===== config.mk =====
export PLATFORM = sky130hd
export DESIGN_NAME = srd_top
export DESIGN_NICKNAME = d
export VERILOG_FILES = /design/src/design/srd_pkg.sv /design/src/design/srd_top.sv /design/src/design/srd_sync.sv
export VERILOG_INCLUDE_DIRS = /design/src /design/src/design
export SDC_FILE = /design/constraint.sdc
export NUM_CORES = 1
export LEC_CHECK = 0
export ABC_AREA = 1
export BUFFER_PORTS_ARGS = -buffer_cell sky130_fd_sc_hd__buf_2
export CORE_UTILIZATION = 55
export DETAILED_ROUTE_END_ITERATION = 6
export PLACE_DENSITY = 0.72
export RECOVER_POWER = 25
export SKIP_LAST_GASP = 1
export SLEW_MARGIN = 20
export SYNTH_ARGS = -nofsm -noshare
export SYNTH_HDL_FRONTEND = slang
export SYNTH_SLANG_ARGS = --single-unit

===== constraint.sdc =====
create_clock -name clk -period 1.8 [get_ports clk]
set_input_delay 0.18 -clock clk [delete_from_list [all_inputs] [get_ports clk]]
set_output_delay 0.18 -clock clk [all_outputs]
set_load 0.02 [all_outputs]

===== src/design/srd_defines.svh =====
// Constants of the safety release and diagnostic status block.
// Assumes a 250 MHz clock and a 32-bit AHB-Lite register port.
`ifndef SRD_DEFINES_SVH
`define SRD_DEFINES_SVH

// Register byte offsets.
`define SRD_OFF_CTRL 8'h00
`define SRD_OFF_REQ 8'h04
`define SRD_OFF_RESP 8'h08
`define SRD_OFF_WARN 8'h0C
`define SRD_OFF_ERR 8'h10
`define SRD_OFF_IRQ_ST 8'h14
`define SRD_OFF_IRQ_MASK 8'h18

// Control register fields and reset value.
`define SRD_CTRL_MON_START 0
`define SRD_CTRL_CHAIN_MON 1
`define SRD_CTRL_RST 2'h0

// Request byte fields and reset value.
`define SRD_REQ_ACK 6
`define SRD_REQ_ERR_RST 7
`define SRD_REQ_RST 8'h00

// Interrupt status fields and reset values.
`define SRD_IRQ_OUT_OFF 0
`define SRD_IRQ_ERROR 1
`define SRD_IRQ_WARNING 2
`define SRD_IRQ_DISC 3
`define SRD_IRQ_RST 4'h0

// Timing figures as printed, and the clock rate.
`define SRD_CLK_HZ 250000000
`define SRD_BLINK_HZ 5
`define SRD_DISC_MS 500
`define SRD_WARN_MIN 30
`define SRD_SLOW_LAST 3'h4
`define SRD_RESTORE_DONE 2'h3

`endif


===== src/design/srd_pkg.sv =====
// Types of the safety release and diagnostic status block.
// Assumes nothing beyond the constants header.
package srd_pkg;

	// Release sequence; Gray codes along idle, armed, on.
	typedef enum logic [1:0] {
		SRD_IDLE = 2'b00,
		SRD_ARMED = 2'b01,
		SRD_ON = 2'b11,
		SRD_LOCK = 2'b10
	} srd_state_e;

	// Field pins, all asynchronous to clk.
	typedef struct packed {
		logic nv_disc;
		logic gw_comm_fault;
		logic cross_wire;
		logic out_fault_b;
		logic out_fault_a;
		logic internal_fault;
		logic overtemp;
		logic actuator_hyst;
		logic actuator_valid;
		logic actuator_present;
		logic ack_button;
		logic reset_button;
		logic feedback_closed;
		logic safety_input_b;
		logic safety_input_a;
	} srd_pins_s;

	// Response byte, bit 7 first.
	typedef struct packed {
		logic error;
		logic warning;
		logic limit_area;
		logic inputs_live;
		logic start_wait;
		logic rsv;
		logic actuated;
		logic outputs_on;
	} srd_resp_s;

endpackage : srd_pkg


===== src/design/srd_top.sv =====
// Safety release, discrepancy latch and diagnostic status bytes.
// Assumes an AHB-Lite master on clk and field pins asynchronous to clk.
//
// The AHB-Lite register port and the register addresses are this design's own decisions.
`include "srd_defines.svh"

module srd_top #(
	parameter int unsigned BLINK_HALF_CYC = `SRD_CLK_HZ / (2 * `SRD_BLINK_HZ),
	parameter int unsigned DISC_CYC = `SRD_DISC_MS * (`SRD_CLK_HZ / 1000),
	parameter longint unsigned WARN_CYC = 64'(`SRD_WARN_MIN) * 64'd60 * 64'(`SRD_CLK_HZ)
) (
	// Clock, reset, enable.
	input wire logic clk,
	input wire logic rst,
	input wire logic ce,
	// AHB-Lite slave.
	input wire logic hsel,
	input wire logic [31:0] haddr,
	input wire logic [1:0] htrans,
	input wire logic hwrite,
	input wire logic [2:0] hsize,
	input wire logic [31:0] hwdata,
	input wire logic hready,
	output logic hreadyout,
	output logic hresp,
	output logic [31:0] hrdata,
	// Field pins.
	input wire srd_pkg::srd_pins_s pins,
	// Field outputs.
	output logic safety_output_a,
	output logic safety_output_b,
	output logic yellow_led,
	output logic nv_disc_out,
	output logic irq
);
	import srd_pkg::*;

	srd_pins_s pin_s;
	srd_state_e state_r, state_nxt;
	logic [1:0] ctrl_r;
	logic [7:0] req_r;
	logic [3:0] irq_st_r, irq_mask_r, irq_ev;
	logic dph_wr_r, dph_rd_r, rd_ready_r;
	logic [7:0] dph_addr_r;
	logic [31:0] hrdata_r, rd_mux;
	logic rbtn_q_r, abtn_q_r, rbtn_fall, abtn_fall;
	logic wr_req, ack_req, err_rst;
	logic both_live, actuated, defect, warn_any, err_cause, err_any;
	logic err_latch_r, warn_to_r, disc_r, disc_set, warn_prev_r, err_prev_r;
	logic [39:0] warn_cnt_r;
	logic [31:0] disc_cnt_r, blink_cnt_r;
	logic [2:0] slow_cnt_r;
	logic [1:0] restore_cnt_r;
	logic restoring, enable_cond, start, out_r, fast_r, slow_r, led_r;
	srd_resp_s resp;
	logic [7:0] warn_byte, err_byte;

	// Field pins cross into clk through two flops each.
	srd_sync #(.W($bits(srd_pins_s))) u_sync (
		.clk(clk),
		.rst(rst),
		.ce(ce),
		.d(pins),
		.q(pin_s)
	);

	// Button history for falling-edge detection.
	always_ff @(posedge clk) begin
		if (rst) begin
			rbtn_q_r <= 1'b0;
			abtn_q_r <= 1'b0;
		end else if (ce) begin
			rbtn_q_r <= pin_s.reset_button;
			abtn_q_r <= pin_s.ack_button;
		end
	end
	assign rbtn_fall = rbtn_q_r & ~pin_s.reset_button;
	assign abtn_fall = abtn_q_r & ~pin_s.ack_button;

	// Bus phase tracking; reads take one wait state so data come from a flop.
	always_ff @(posedge clk) begin
		if (rst) begin
			dph_wr_r <= 1'b0;
			dph_rd_r <= 1'b0;
			rd_ready_r <= 1'b0;
			dph_addr_r <= 8'h00;
			hrdata_r <= 32'h0000_0000;
		end else if (ce) begin
			if (hready) begin
				dph_wr_r <= hsel & htrans[1] & hwrite;
				dph_rd_r <= hsel & htrans[1] & ~hwrite;
				if (hsel & htrans[1])
					dph_addr_r <= haddr[7:0];
			end
			rd_ready_r <= dph_rd_r & ~rd_ready_r;
			if (dph_rd_r & ~rd_ready_r)
				hrdata_r <= rd_mux;
		end
	end
	assign hreadyout = ~(dph_rd_r & ~rd_ready_r);
	assign hresp = 1'b0;
	assign hrdata = hrdata_r;

	// Request byte effects: ack on bit 6 set, error reset on bit 7 falling.
	assign wr_req = ce & dph_wr_r & (dph_addr_r == `SRD_OFF_REQ);
	assign ack_req = (wr_req & hwdata[`SRD_REQ_ACK]) | abtn_fall;
	assign err_rst = wr_req & req_r[`SRD_REQ_ERR_RST] & ~hwdata[`SRD_REQ_ERR_RST];

	// Software-written registers; status bits set by events win over clears.
	always_ff @(posedge clk) begin
		if (rst) begin
			ctrl_r <= `SRD_CTRL_RST;
			req_r <= `SRD_REQ_RST;
			irq_mask_r <= `SRD_IRQ_RST;
			irq_st_r <= `SRD_IRQ_RST;
		end else if (ce) begin
			if (dph_wr_r && dph_addr_r == `SRD_OFF_CTRL)
				ctrl_r <= hwdata[1:0];
			if (wr_req)
				req_r <= hwdata[7:0];
			if (dph_wr_r && dph_addr_r == `SRD_OFF_IRQ_MASK)
				irq_mask_r <= hwdata[3:0];
			if (dph_wr_r && dph_addr_r == `SRD_OFF_IRQ_ST)
				irq_st_r <= (irq_st_r & ~hwdata[3:0]) | irq_ev;
			else
				irq_st_r <= irq_st_r | irq_ev;
		end
	end
	assign irq = |(irq_st_r & irq_mask_r);

	// Condition terms from the synchronised pins.
	assign both_live = pin_s.safety_input_a & pin_s.safety_input_b;
	assign actuated = pin_s.actuator_present & pin_s.actuator_valid;
	assign defect = pin_s.actuator_present & ~pin_s.actuator_valid;
	assign warn_any = pin_s.overtemp | pin_s.out_fault_a | pin_s.out_fault_b |
		pin_s.cross_wire | pin_s.gw_comm_fault;
	assign err_cause = pin_s.internal_fault | defect;
	assign err_any = err_latch_r | warn_to_r | disc_r | err_cause;
	assign restoring = restore_cnt_r != `SRD_RESTORE_DONE;

	// Device errors latch; they clear once gone and reset by request or guard opening.
	always_ff @(posedge clk) begin
		if (rst) begin
			err_latch_r <= 1'b0;
		end else if (ce) begin
			if (err_cause)
				err_latch_r <= 1'b1;
			else if (err_rst | ~pin_s.actuator_present)
				err_latch_r <= 1'b0;
		end
	end

	// Warning timer; a warning held for the full time forces the outputs off.
	always_ff @(posedge clk) begin
		if (rst) begin
			warn_cnt_r <= 40'h00_0000_0000;
			warn_to_r <= 1'b0;
		end else if (ce) begin
			if (!warn_any)
				warn_cnt_r <= 40'h00_0000_0000;
			else if (!warn_to_r)
				warn_cnt_r <= warn_cnt_r + 40'h00_0000_0001;
			if (warn_any && !warn_to_r && warn_cnt_r == 40'(WARN_CYC - 64'd1))
				warn_to_r <= 1'b1;
			else if (!warn_any && (err_rst || !pin_s.actuator_present))
				warn_to_r <= 1'b0;
		end
	end

	// Discrepancy timer between the chained inputs.
	assign disc_set = ctrl_r[`SRD_CTRL_CHAIN_MON] & (pin_s.safety_input_a ^ pin_s.safety_input_b) &
		~disc_r & (disc_cnt_r == DISC_CYC - 1);
	always_ff @(posedge clk) begin
		if (rst) begin
			disc_cnt_r <= 32'h0000_0000;
		end else if (ce) begin
			if (ctrl_r[`SRD_CTRL_CHAIN_MON] && (pin_s.safety_input_a ^ pin_s.safety_input_b) &&
				!disc_r)
				disc_cnt_r <= disc_cnt_r + 32'h0000_0001;
			else
				disc_cnt_r <= 32'h0000_0000;
		end
	end

	// Discrepancy latch, restored from the non-volatile cell after reset.
	always_ff @(posedge clk) begin
		if (rst) begin
			disc_r <= 1'b0;
			restore_cnt_r <= 2'h0;
		end else if (ce) begin
			if (restoring)
				restore_cnt_r <= restore_cnt_r + 2'h1;
			if (disc_set || (restore_cnt_r == 2'h2 && pin_s.nv_disc))
				disc_r <= 1'b1;
			else if (ack_req)
				disc_r <= 1'b0;
		end
	end
	assign nv_disc_out = disc_r;

	// Release sequence.
	assign enable_cond = ~restoring & actuated & both_live & ~err_any;
	assign start = ctrl_r[`SRD_CTRL_MON_START] ? (pin_s.feedback_closed & rbtn_fall) :
		pin_s.feedback_closed;
	always_comb begin
		state_nxt = state_r;
		unique case (state_r)
			SRD_IDLE: begin
				if (err_any)
					state_nxt = SRD_LOCK;
				else if (enable_cond)
					state_nxt = SRD_ARMED;
			end
			SRD_ARMED: begin
				if (!enable_cond)
					state_nxt = err_any ? SRD_LOCK : SRD_IDLE;
				else if (start)
					state_nxt = SRD_ON;
			end
			SRD_ON: begin
				if (!enable_cond)
					state_nxt = err_any ? SRD_LOCK : SRD_IDLE;
			end
			SRD_LOCK: begin
				if (!err_any)
					state_nxt = SRD_IDLE;
			end
		endcase
	end
	always_ff @(posedge clk) begin
		if (rst) begin
			state_r <= SRD_IDLE;
			out_r <= 1'b0;
		end else if (ce) begin
			state_r <= state_nxt;
			out_r <= state_nxt == SRD_ON;
		end
	end
	assign safety_output_a = out_r;
	assign safety_output_b = out_r;

	// Blink dividers: fast toggles every half period, slow every five of those.
	always_ff @(posedge clk) begin
		if (rst) begin
			blink_cnt_r <= 32'h0000_0000;
			slow_cnt_r <= 3'h0;
			fast_r <= 1'b0;
			slow_r <= 1'b0;
		end else if (ce) begin
			if (blink_cnt_r == BLINK_HALF_CYC - 1) begin
				blink_cnt_r <= 32'h0000_0000;
				fast_r <= ~fast_r;
				slow_cnt_r <= (slow_cnt_r == `SRD_SLOW_LAST) ? 3'h0 : slow_cnt_r + 3'h1;
				if (slow_cnt_r == `SRD_SLOW_LAST)
					slow_r <= ~slow_r;
			end else begin
				blink_cnt_r <= blink_cnt_r + 32'h0000_0001;
			end
		end
	end

	// Yellow indicator: steady when on, slow in limit zone, fast while waiting.
	always_ff @(posedge clk) begin
		if (rst)
			led_r <= 1'b0;
		else if (ce)
			led_r <= out_r ? (pin_s.actuator_hyst ? slow_r : 1'b1) :
				(state_r == SRD_ARMED) & fast_r;
	end
	assign yellow_led = led_r;

	// Status bytes.
	assign resp = '{error: err_any,
		warning: warn_any,
		limit_area: pin_s.actuator_present & pin_s.actuator_hyst,
		inputs_live: both_live,
		start_wait: state_r == SRD_ARMED,
		rsv: 1'b0,
		actuated: actuated,
		outputs_on: out_r};
	assign warn_byte = {1'b0, pin_s.gw_comm_fault, pin_s.internal_fault, 1'b0,
		pin_s.overtemp, pin_s.cross_wire, pin_s.out_fault_b, pin_s.out_fault_a};
	assign err_byte = {1'b0, disc_r, pin_s.internal_fault, defect,
		{4{warn_to_r}} & warn_byte[3:0]};

	// Interrupt events: outputs off, error rise, warning rise, discrepancy.
	always_ff @(posedge clk) begin
		if (rst) begin
			warn_prev_r <= 1'b0;
			err_prev_r <= 1'b0;
		end else if (ce) begin
			warn_prev_r <= warn_any;
			err_prev_r <= err_any;
		end
	end
	assign irq_ev = ce ? {disc_set, warn_any & ~warn_prev_r, err_any & ~err_prev_r,
		out_r & (state_nxt != SRD_ON)} : 4'h0;

	// Read multiplexer; unmapped offsets read zero.
	always_comb begin
		unique case (dph_addr_r)
			`SRD_OFF_CTRL: rd_mux = {30'h0000_0000, ctrl_r};
			`SRD_OFF_REQ: rd_mux = {24'h00_0000, req_r};
			`SRD_OFF_RESP: rd_mux = {24'h00_0000, resp};
			`SRD_OFF_WARN: rd_mux = {24'h00_0000, warn_byte};
			`SRD_OFF_ERR: rd_mux = {24'h00_0000, err_byte};
			`SRD_OFF_IRQ_ST: rd_mux = {28'h000_0000, irq_st_r};
			`SRD_OFF_IRQ_MASK: rd_mux = {28'h000_0000, irq_mask_r};
			default: rd_mux = 32'h0000_0000;
		endcase
	end
endmodule : srd_top


===== src/design/srd_sync.sv =====
// Two-flop synchroniser bank for the field pins.
// Assumes its inputs are asynchronous; outputs are clk-domain levels.
module srd_sync #(
	parameter int W = 8
) (
	// Clock, reset, enable.
	input wire logic clk,
	input wire logic rst,
	input wire logic ce,
	// Data.
	input wire logic [W-1:0] d,
	output logic [W-1:0] q
);

	// One pair of flops per bit; the first flop feeds only the second.
	for (genvar i = 0; i < W; i++) begin : g_bit
		logic meta_r;
		always_ff @(posedge clk) begin
			if (rst) begin
				meta_r <= 1'b0;
				q[i] <= 1'b0;
			end else if (ce) begin
				meta_r <= d[i];
				q[i] <= meta_r;
			end
		end
	end

endmodule : srd_sync


After elaboration in Yosys (flattened, before gate mapping)
Index checks and enable logic that the tools add are counted.
{ "classes": {"bitwise_logic": 58, "eq_ne": 18, "addsub": 5, "muxes": 25, "n_reduce_logical": 34} }
{ "ops": {"columns": ["op", "n"], "rows": [
  ["2-to-1 mux 40 bit", 2],
  ["adder 32 x 1 -> 32 bit, second input constant", 2],
  ["2-to-1 mux 32 bit", 2],
  ["one-hot mux 8 bit (7 select lines)", 1],
  ["adder 40 x 1 -> 40 bit, second input constant", 1],
  ["== test 40 x 39 -> 1 bit, second input constant", 1],
  ["== test 32 x 25 -> 1 bit, second input constant", 1],
  ["== test 32 x 27 -> 1 bit, second input constant", 1],
  ["AND 1 bit", 26],
  ["== test 8 x 5 -> 1 bit, second input constant", 3],
  ["AND reduction 2 bit", 11],
  ["== test 8 x 4 -> 1 bit, second input constant", 2],
  ["NOT 1 bit", 15],
  ["2-to-1 mux 2 bit", 7],
  ["AND 4 bit", 3],
  ["bitwise OR 1 bit", 10],
  ["logical AND 1 bit", 9],
  ["2-to-1 mux 1 bit", 9],
  ["== test 2 bit, second input constant", 4],
  ["== test 8 x 3 -> 1 bit, second input constant", 1],
  ["logical NOT 8 bit", 1],
  ["2-to-1 mux 4 bit", 2],
  ["bitwise OR 4 bit", 2],
  ["one-hot mux 2 bit (4 select lines)", 1],
  ["other kinds (14)", 23]
]} }
{ "word_totals": {"regBits": 213, "out_inout_bits": 39} }

Depth between registers and ports, before layout
Gate-level depths: netlist (run 1).
{ "depth": {"depth_word": 14, "depth_mapped": 12, "depth_no_buf": 12} }

Modules after synthesis
From an unflattened synthesis (run 1), not the netlist that was laid out.
{ "unflattened": {"hier_cells": 1567, "hier_area_um2": 10348.7} }
{ "by_module_without_submodules": {"columns": ["module", "seq_area_each_um2", "instances", "area_each_um2", "cells_per_inst"], "rows": [
  ["srd_top", 3183.1, 1, 8817.2, 1376],
  ["srd_sync", 600.6, 1, 1531.5, 191]
]} }

Worst setup path after synthesis (run 1)
Ideal clock, no wire load.
{ "synth_path": {"kind": "register to register", "start": "reg warn_cnt_r[0]", "end": "reg warn_cnt_r[36]", "setup_ns": 0.115, "arrival_time_ns": 1.379, "path_slack_ns": 0.306, "path_stages_with_launch": 11, "required_ns": 1.685, "path_cell_list": "dfxtp_1 -> ha_1 -> inv_1 -> nor2_1 -> nand2_1 -> nor2_4 -> nand3_1 -> nor2_2 -> nand3_1 -> nand2_1 -> nor2_1"} }
{ "synth_between": {"elab_chain_cells": 3} }
{ "synth_rtl": {"columns": ["item", "line_no", "text"], "rows": [
  ["start: declaration", "srd_top.sv:50", "logic [39:0] warn_cnt_r;"],
  ["start signal: assignment", "srd_top.sv:162", "warn_cnt_r <= warn_cnt_r + 40'h00_0000_0001;"],
  ["adder 40 x 1 -> 40 bit", "srd_top.sv:162", null],
  ["2-to-1 mux 40 bit", "srd_top.sv:161", "else if (!warn_to_r)"],
  ["2-to-1 mux 40 bit", "srd_top.sv:159", "if (!warn_any)"]
]} }
Every way passes these cells. The select of a mux whose other input is x is not followed.
A chain may end at the register's enable or synchronous reset.

Worst setup path after layout (run 1)
{ "layout_path": {"start": "reg blink_cnt_r[0]", "end": "reg blink_cnt_r[26]"} }
{ "layout_between": {"elab_chain_cells": 2, "elab_cells_between_ends": 3} }
{ "layout_rtl": {"columns": ["item", "line_no", "text"], "rows": [
  ["start: declaration", "srd_top.sv:51", "logic [31:0] disc_cnt_r, blink_cnt_r;"],
  ["start signal: assignment", "srd_top.sv:257", "blink_cnt_r <= blink_cnt_r + 32'h0000_0001;"],
  ["adder 32 x 1 -> 32 bit / == test 32 x 25 -> 1 bit (equally long branches)", "srd_top.sv:257, srd_top.sv:250", null],
  ["2-to-1 mux 32 bit *", "srd_top.sv:250", "if (blink_cnt_r == BLINK_HALF_CYC - 1) begin"]
]} }
Mark *: on every way between the ends. The rest lies on a longest branch, timed or not.

==> results.ini, run 1 <==
[run_status]
outcome=finished, final reports clean

[timing]
fmax_mhz=597
slew_headroom_pct=56.4
drv_slew=0
setup-tns-final_ns=0
period_share_pct=93.1
fin_crit_ns=1.68
finalHoldViolCount=0
setup_slack_ns=0.124
setup_violations=0
finClkSkew_ns=0.0120
worst_slew_pin_slew_ns=0.655
rsz0062_at_grt=no

[die]
dieHeight_microns=136
placementRows=48
io_pins=129
initial_core_util_pct=56.7
dieArea_sq_mm=0.0185
die_w_microns=136
core-area_sq_mm=0.0174

[synthesis]
yosys.area_share.simple_pct=37.1
synth.area.mux_share_pct=0
synth_top_family_by_area=simple AND/OR/NAND/NOR gates
yosysTopAreaCell=dfxtp_1
ys_seq_area_share_pct=38.3
synth_cell_type_count=50
synth_top_area_share_pct=38.3
synth_commonest_cells=nand2_1 (302), nor2_1 (281), dfxtp_1 (189)
syn_avg_cell_area_sq_um=6.63
synthFlopType=dfxtp_1
synth-seq-cells=189
yosysMostFrequentCell=nand2_1
synth_xor_area_share_pct=0.887
async_flop_share_pct=0
synth_edf_count=0
syn_area_sq_mm=0.00988
synth-compound-area-share_pct=12.1
netlist_instances=1491
ys.warnings.count=0
synth_fa_ha_area_share_pct=1.01
synthTopCellsByArea=dfxtp_1 (38%), nand2_1 (11%), nor2_1 (11%), inv_1 (6.4%), o21ai_0 (5.0%)

[detailed_routing]
routedWlPerCell_microns=13.3
viasPerCell=5.29
drt_iter0_markers=702
drc=0
wirelength_microns=24100
antenna_left=0
firstDrtPassIters=5
vias=9582

[clocking]
ctsHtreeMaxLevel=4
cts_inserted_buffers=17
clock-root-buffer=clkbuf_16
cts_sinks=189
cts_buffer_depth=2
cts_tree=yes
clkTransAtPathRegs_ns=0.07
insertion_delay_ns=0.44

[critical_path]
ff2ff_setup_slack_ns=0.12
worstSetupPathType=reg -> reg
cp.required_ns=2.11
worstSetupEndpointType=flop
cp_num_buf_inv=0
critPathSlowestCell=dfxtp_1
start_kind=flop
critPathMaxStageDelay_ns=0.37
path_common_cell=nand2_2
cpLargestDelayFamily=simple AND/OR/NAND/NOR gates
worst-path-max-fanout=4
cp_data_arrival_time_ns=1.98
cp_cell_sequence=ha_2, nand2_2, nor2_8, nand2_2, nor2_4, nand3_2, nor2_2, nand3_1, nand2_1, nor2_1

[grt]
antenna_found_initial=0
gr-total-overflow=0
grt_start_max_net_pins=40
grt_use_total_pct=26.8
grt_pass1_vias=8648
grt_pass1_wl_microns=40100

[placement]
dp_slack_ns=0.0770
dp_hpwl_microns=17500
gp_congestion=0.935
numPortBuffers=51

[power]
leakagePower_nw=4.39
vdd_drop_max_mv=0.641
powerDensity_mw_per_mm2=766

[final_layout]
utilization_pct=64.1
nets=1672
drive_gt1_share_pct=11.5
antenna_cells=0
area_growth_pct=13.0

[hold_path]
hold_path.class=in -> reg

[flow_run]
maxCapViolations=0

worst paths after layout:
check / from / endpoint / cells past startpoint
worst min register to register: err_prev_r$_SDFFE_PP0P_ / err_prev_r$_SDFFE_PP0P_ / 2
worst min-delay path: hwrite / dph_wr_r$_SDFFE_PP0P_ / 3
worst max register to register: blink_cnt_r[0]$_SDFFE_PP0P_ / blink_cnt_r[26]$_SDFFE_PP0P_ / 10
worst max-delay path: blink_cnt_r[0]$_SDFFE_PP0P_ / blink_cnt_r[26]$_SDFFE_PP0P_ / 10
flip-flops by register name (all words and copies together), names as in the netlist, 2 cells and up:
| register | cells |
|---|---|
| disc_cnt_r | 32 |
| irq_st_r | 4 |
| ctrl_r | 2 |
| warn_cnt_r | 40 |
| blink_cnt_r | 32 |
| u_sync.q | 15 |
| slow_cnt_r | 3 |
| irq_mask_r | 4 |
| restore_cnt_r | 2 |
| u_sync.g_bit.meta_r | 15 |
| hrdata | 8 |
| dph_addr_r | 8 |
| req_r | 8 |
| state_r | 2 |
cell families (layout without fill, tap and decap cells):
logic type / count (synthesis) / after routing
flip-flops: 189 / 189
AND/OR/NAND/NOR: 821 / 821
buffers and inverters: 237 / 309
adder cells (fa/ha/maj): 8 / 8
XOR/XNOR: 10 / 10
AO/OA/AOI/OAI: 225 / 225
other: 1 / 25
per-layer routing:
| metal | wire length [microns] | GRT usage, % |
|---|---|---|
| met1 | 11400 | 36.1 |
| met2 | 11000 | 43.9 |
| met3 | 1230 | 4.25 |
| met4 | 438 | 7.90 |
| met5 | 0 | 0 |
cell type report:
class | count | area (sq um)
clock buffers | 17 | 425
repair buffers | 101 | 696
flip-flops and latches | 189 | 3790
clock inverters | 15 | 130
fillers | 1645 | 6260
well taps | 225 | 282
inverters | 176 | 666
multi-input cells | 1089 | 5170
per-stage QoR:
stage                     hold WS [ns]  instances  cell area, sq um  power (mW)
after floorplan                  0.315       1515              9970        4.84
after global placement           0.403       1761             10400        4.99
after detailed placement         0.408       1761             10400        4.99
after CTS                       0.0164       1811             11100        8.59
after global routing            0.0252       1812             11200        8.84
final                           0.0286       1812             11200        8.55
timing repair:
action                                  CTS  global route
endpoints found under the setup margin    0            30
setup buffers                             0             1
hold buffers                             18             0
endpoints found under the hold margin    18             0
gates resized for setup                   0            15
report_power, final:
part / internal [mW] / leakage [nW] / switching, mW
sequential: 4.27 / 1.53 / 0.0575
combinational: 0.215 / 2.59 / 0.395
clock: 1.82 / 0.263 / 1.80
total: 6.30 / 4.39 / 2.25
tightest hold or removal path, delay by kind of cell:
| family | cells | cell delay (ns) |
|---|---|---|
| buffers and inverters | 1 | 0.11 |
| AO/OA/AOI/OAI | 1 | 0.06 |
| AND/OR/NAND/NOR | 1 | 0.07 |
layout by cell type, fill, tap and decap left out, types with 3 or more instances in the layout:
master / Yosys / routed
a31oi_1: 3 / 3
inv_2: 7 / 8
a211oi_1: 4 / 4
ha_1: 8 / 7
nand2_2: 10 / 10
clkinvlp_4: 0 / 4
o21ai_1: 4 / 3
nand3_1: 87 / 85
nand4_1: 43 / 44
nor3_1: 37 / 37
clkbuf_1: 9 / 8
nand3b_1: 6 / 6
dfxtp_1: 189 / 187
buf_4: 28 / 26
nor2_1: 281 / 277
inv_1: 168 / 167
o31ai_1: 3 / 3
buf_2: 18 / 44
o21a_1: 3 / 3
a21oi_1: 97 / 97
o21bai_1: 3 / 3
or2_2: 5 / 5
nand2_1: 302 / 301
nand3_2: 6 / 8
nand2_4: 2 / 3
dlygate4sd3_1: 0 / 18
o21ai_0: 98 / 99
buf_12: 0 / 3
nor2_2: 16 / 18
inv_8: 0 / 3
nor3_2: 3 / 3
clkbuf_16: 0 / 17
nor2_4: 10 / 12
xor2_1: 8 / 8
clkinv_4: 0 / 3
nor3b_1: 5 / 5
inv_6: 1 / 5
conb_1: 1 / 25
Note: power is estimated with default switching activity, not from simulation.
==> run 2, diff against run 1 <==
CELL_PAD_IN_SITES_DETAIL_PLACEMENT = 0   (was not set)
CELL_PAD_IN_SITES_GLOBAL_PLACEMENT = 1   (was not set)
CORE_UTILIZATION = 41   (was 55)
PLACE_DENSITY = 0.76   (was 0.72)
==> run 2 against run 1 <==
Net effect: flip-flop and latch count stayed put; register-to-register slack about the same; routed wire length up 6.9%; critical endpoint is now warn_cnt_r[18]$_SDFFE_PP0P_.
==> results.ini, run 2 (synthesis results as in run 1) <==
[hold_path]
hold_depth=3
hold_path.class=in -> reg
min_from=hwdata[6]
hold_path_end=req_r[6]$_SDFFE_PP0P_

[grt]
antenna_found_initial=0
use_met1_pct=30.5
grt_pass1_vias=8535
grt_use_total_pct=21.5
grt.busiest_layer=met2
grt_pass1_wl_microns=42200
grt_start_max_net_pins=41
gr-total-overflow=0
grt_util_met2_pct=34.4
grt_use_met3_pct=3.61

[clocking]
cts_inserted_buffers=17
clkTransAtPathRegs_ns=0.07
insertion_delay_ns=0.44
ctsHtreeMaxLevel=4
clock-root-buffer=clkbuf_16
cts_buffer_depth=2
cts_tree=yes
cts_sinks=189

[run_status]
outcome=finished, final reports clean

[final_layout]
largest-register=warn_cnt_r
antenna_cells=0
top_regs=warn_cnt_r x40, blink_cnt_r x32, disc_cnt_r x32
final_common_cell=nand2_1
largest_register_ffs=40
nets=1681
layout_common_cells=nand2_1 (301), nor2_1 (276), dfxtp_1 (186)
fin_area_sq_mm=0.0114
drive_gt1_share_pct=11.8
area_growth_pct=15.4

[placement]
numPortBuffers=51
dp_hpwl_microns=19200
gp_congestion=0.883
dp_slack_ns=0.0729
postPlaceCellArea_sq_mm=0.0106

[detailed_routing]
drt_iter0_markers=765
wirelength_microns=25700
firstDrtPassIters=5
vias=9424
antenna_left=0
viasPerCell=4.92
drc=0
routedWlPerCell_microns=13.4

[power]
vdd_drop_max_mv=0.651
powerDensity_mw_per_mm2=783
power_mw=8.92
leakagePower_nw=4.47

[critical_path]
timing.rr.end=warn_cnt_r[18]$_SDFFE_PP0P_
r2r-start=warn_cnt_r[1]$_SDFFE_PP0P_
worstSetupPathType=reg -> reg
worst-path-max-fanout=5
reg2reg_depth=10
ff2ff_setup_slack_ns=0.11
cp.required_ns=2.12
cp_data_arrival_time_ns=2.01
worstSetupEndpointType=flop
start_kind=flop

[die]
dieArea_sq_mm=0.0247
dieHeight_microns=157
initial_core_util_pct=42.0
placementRows=56
die_w_microns=157
io_pins=129
core-area_sq_mm=0.0235

[timing]
setup_slack_ns=0.111
setup_violations=0
worst_slew_pin_slew_ns=0.917
slew_headroom_pct=38.9
drv_slew=0
period_share_pct=93.9
finalHoldViolCount=0
fmax_mhz=592
fin_crit_ns=1.69
finClkSkew_ns=0.0139

[flow_run]
maxCapViolations=0

run 2: cell count changes in the layout (fill, tap and decap cells not counted), sizes merged:
cell / previous run / this run
buf: 73 / 81
clkbuf: 27 / 30
clkinvlp: 4 / 1
bufinv: 0 / 2
clkinv: 4 / 5
dlygate4sd3: 18 / 17
inv: 183 / 182
run 2: power breakdown:
part | internal, mW | switching, mW
clock network | 2.15 | 1.82
logic | 0.223 | 0.408
registers | 4.27 | 0.0564
total | 6.63 | 2.29
run 2: per-layer routing:
| metal | routed length (microns) | vias up |
|---|---|---|
| li1 | - | 4949 |
| met1 | 13300 | 4283 |
| met2 | 11300 | 181 |
| met3 | 873 | 11 |
| met4 | 160 | 0 |
| met5 | 0 | - |
run 2: area by class of cell:
type	instances	area, sq um
Inverter	176	666
Multi-Input combinational cell	1089	5170
Sequential cell	189	3790
Tap cell	319	399
Clock buffer	18	439
Fill cell	2455	12100
Clock inverter	14	174
Timing Repair Buffer	110	758
run 2: worst max path at each step:
stage / endpoint / startpoint / cells past startpoint / slack, ns
after floorplan: warn_cnt_r[36]$_SDFFE_PP0P_ / warn_cnt_r[0]$_SDFFE_PP0P_ / 10 / 0.31
after global placement: blink_cnt_r[22]$_SDFFE_PP0P_ / blink_cnt_r[0]$_SDFFE_PP0P_ / 10 / 0.1
after detailed placement: warn_cnt_r[36]$_SDFFE_PP0P_ / warn_cnt_r[1]$_SDFFE_PP0P_ / 10 / 0.07
after CTS: warn_cnt_r[32]$_SDFFE_PP0P_ / warn_cnt_r[1]$_SDFFE_PP0P_ / 10 / 0.06
after global routing: blink_cnt_r[22]$_SDFFE_PP0P_ / blink_cnt_r[1]$_SDFFE_PP0P_ / 10 / -0.01
final: warn_cnt_r[18]$_SDFFE_PP0P_ / warn_cnt_r[1]$_SDFFE_PP0P_ / 10 / 0.11
run 2: repair_timing:
action | in CTS | in global routing
hold endpoints to repair | 17 | 0
hold buffers | 17 | 0
setup endpoints to repair | 0 | 22
buffers inserted | 0 | 3
resized for setup | 0 | 15
run 2: through the flow:
step / util, % / instances / setup TNS, ns / hold WS (ns)
5_1_grt: 48.4 / 1915 / -0.0179 / 0.0342
6_report: 48.4 / 1915 / 0 / 0.0301
4_1_cts: 48.2 / 1912 / 0 / 0.0241
3_5_place_dp: 44.9 / 1863 / 0 / 0.407
2_1_floorplan: - / 1515 / 0 / 0.315
3_3_place_gp: 44.9 / 1863 / 0 / 0.400
run 2: critical path: stages (launching register included):
cell	delay (ns)
dfxtp_2	0.36
ha_1	0.17
inv_1	0.08
nor2_2	0.14
nand2_2	0.10
nor2_4	0.19
buf_4	0.14
buf_4	0.10
nand3_1	0.08
o21ai_0	0.15
a21oi_1	0.05
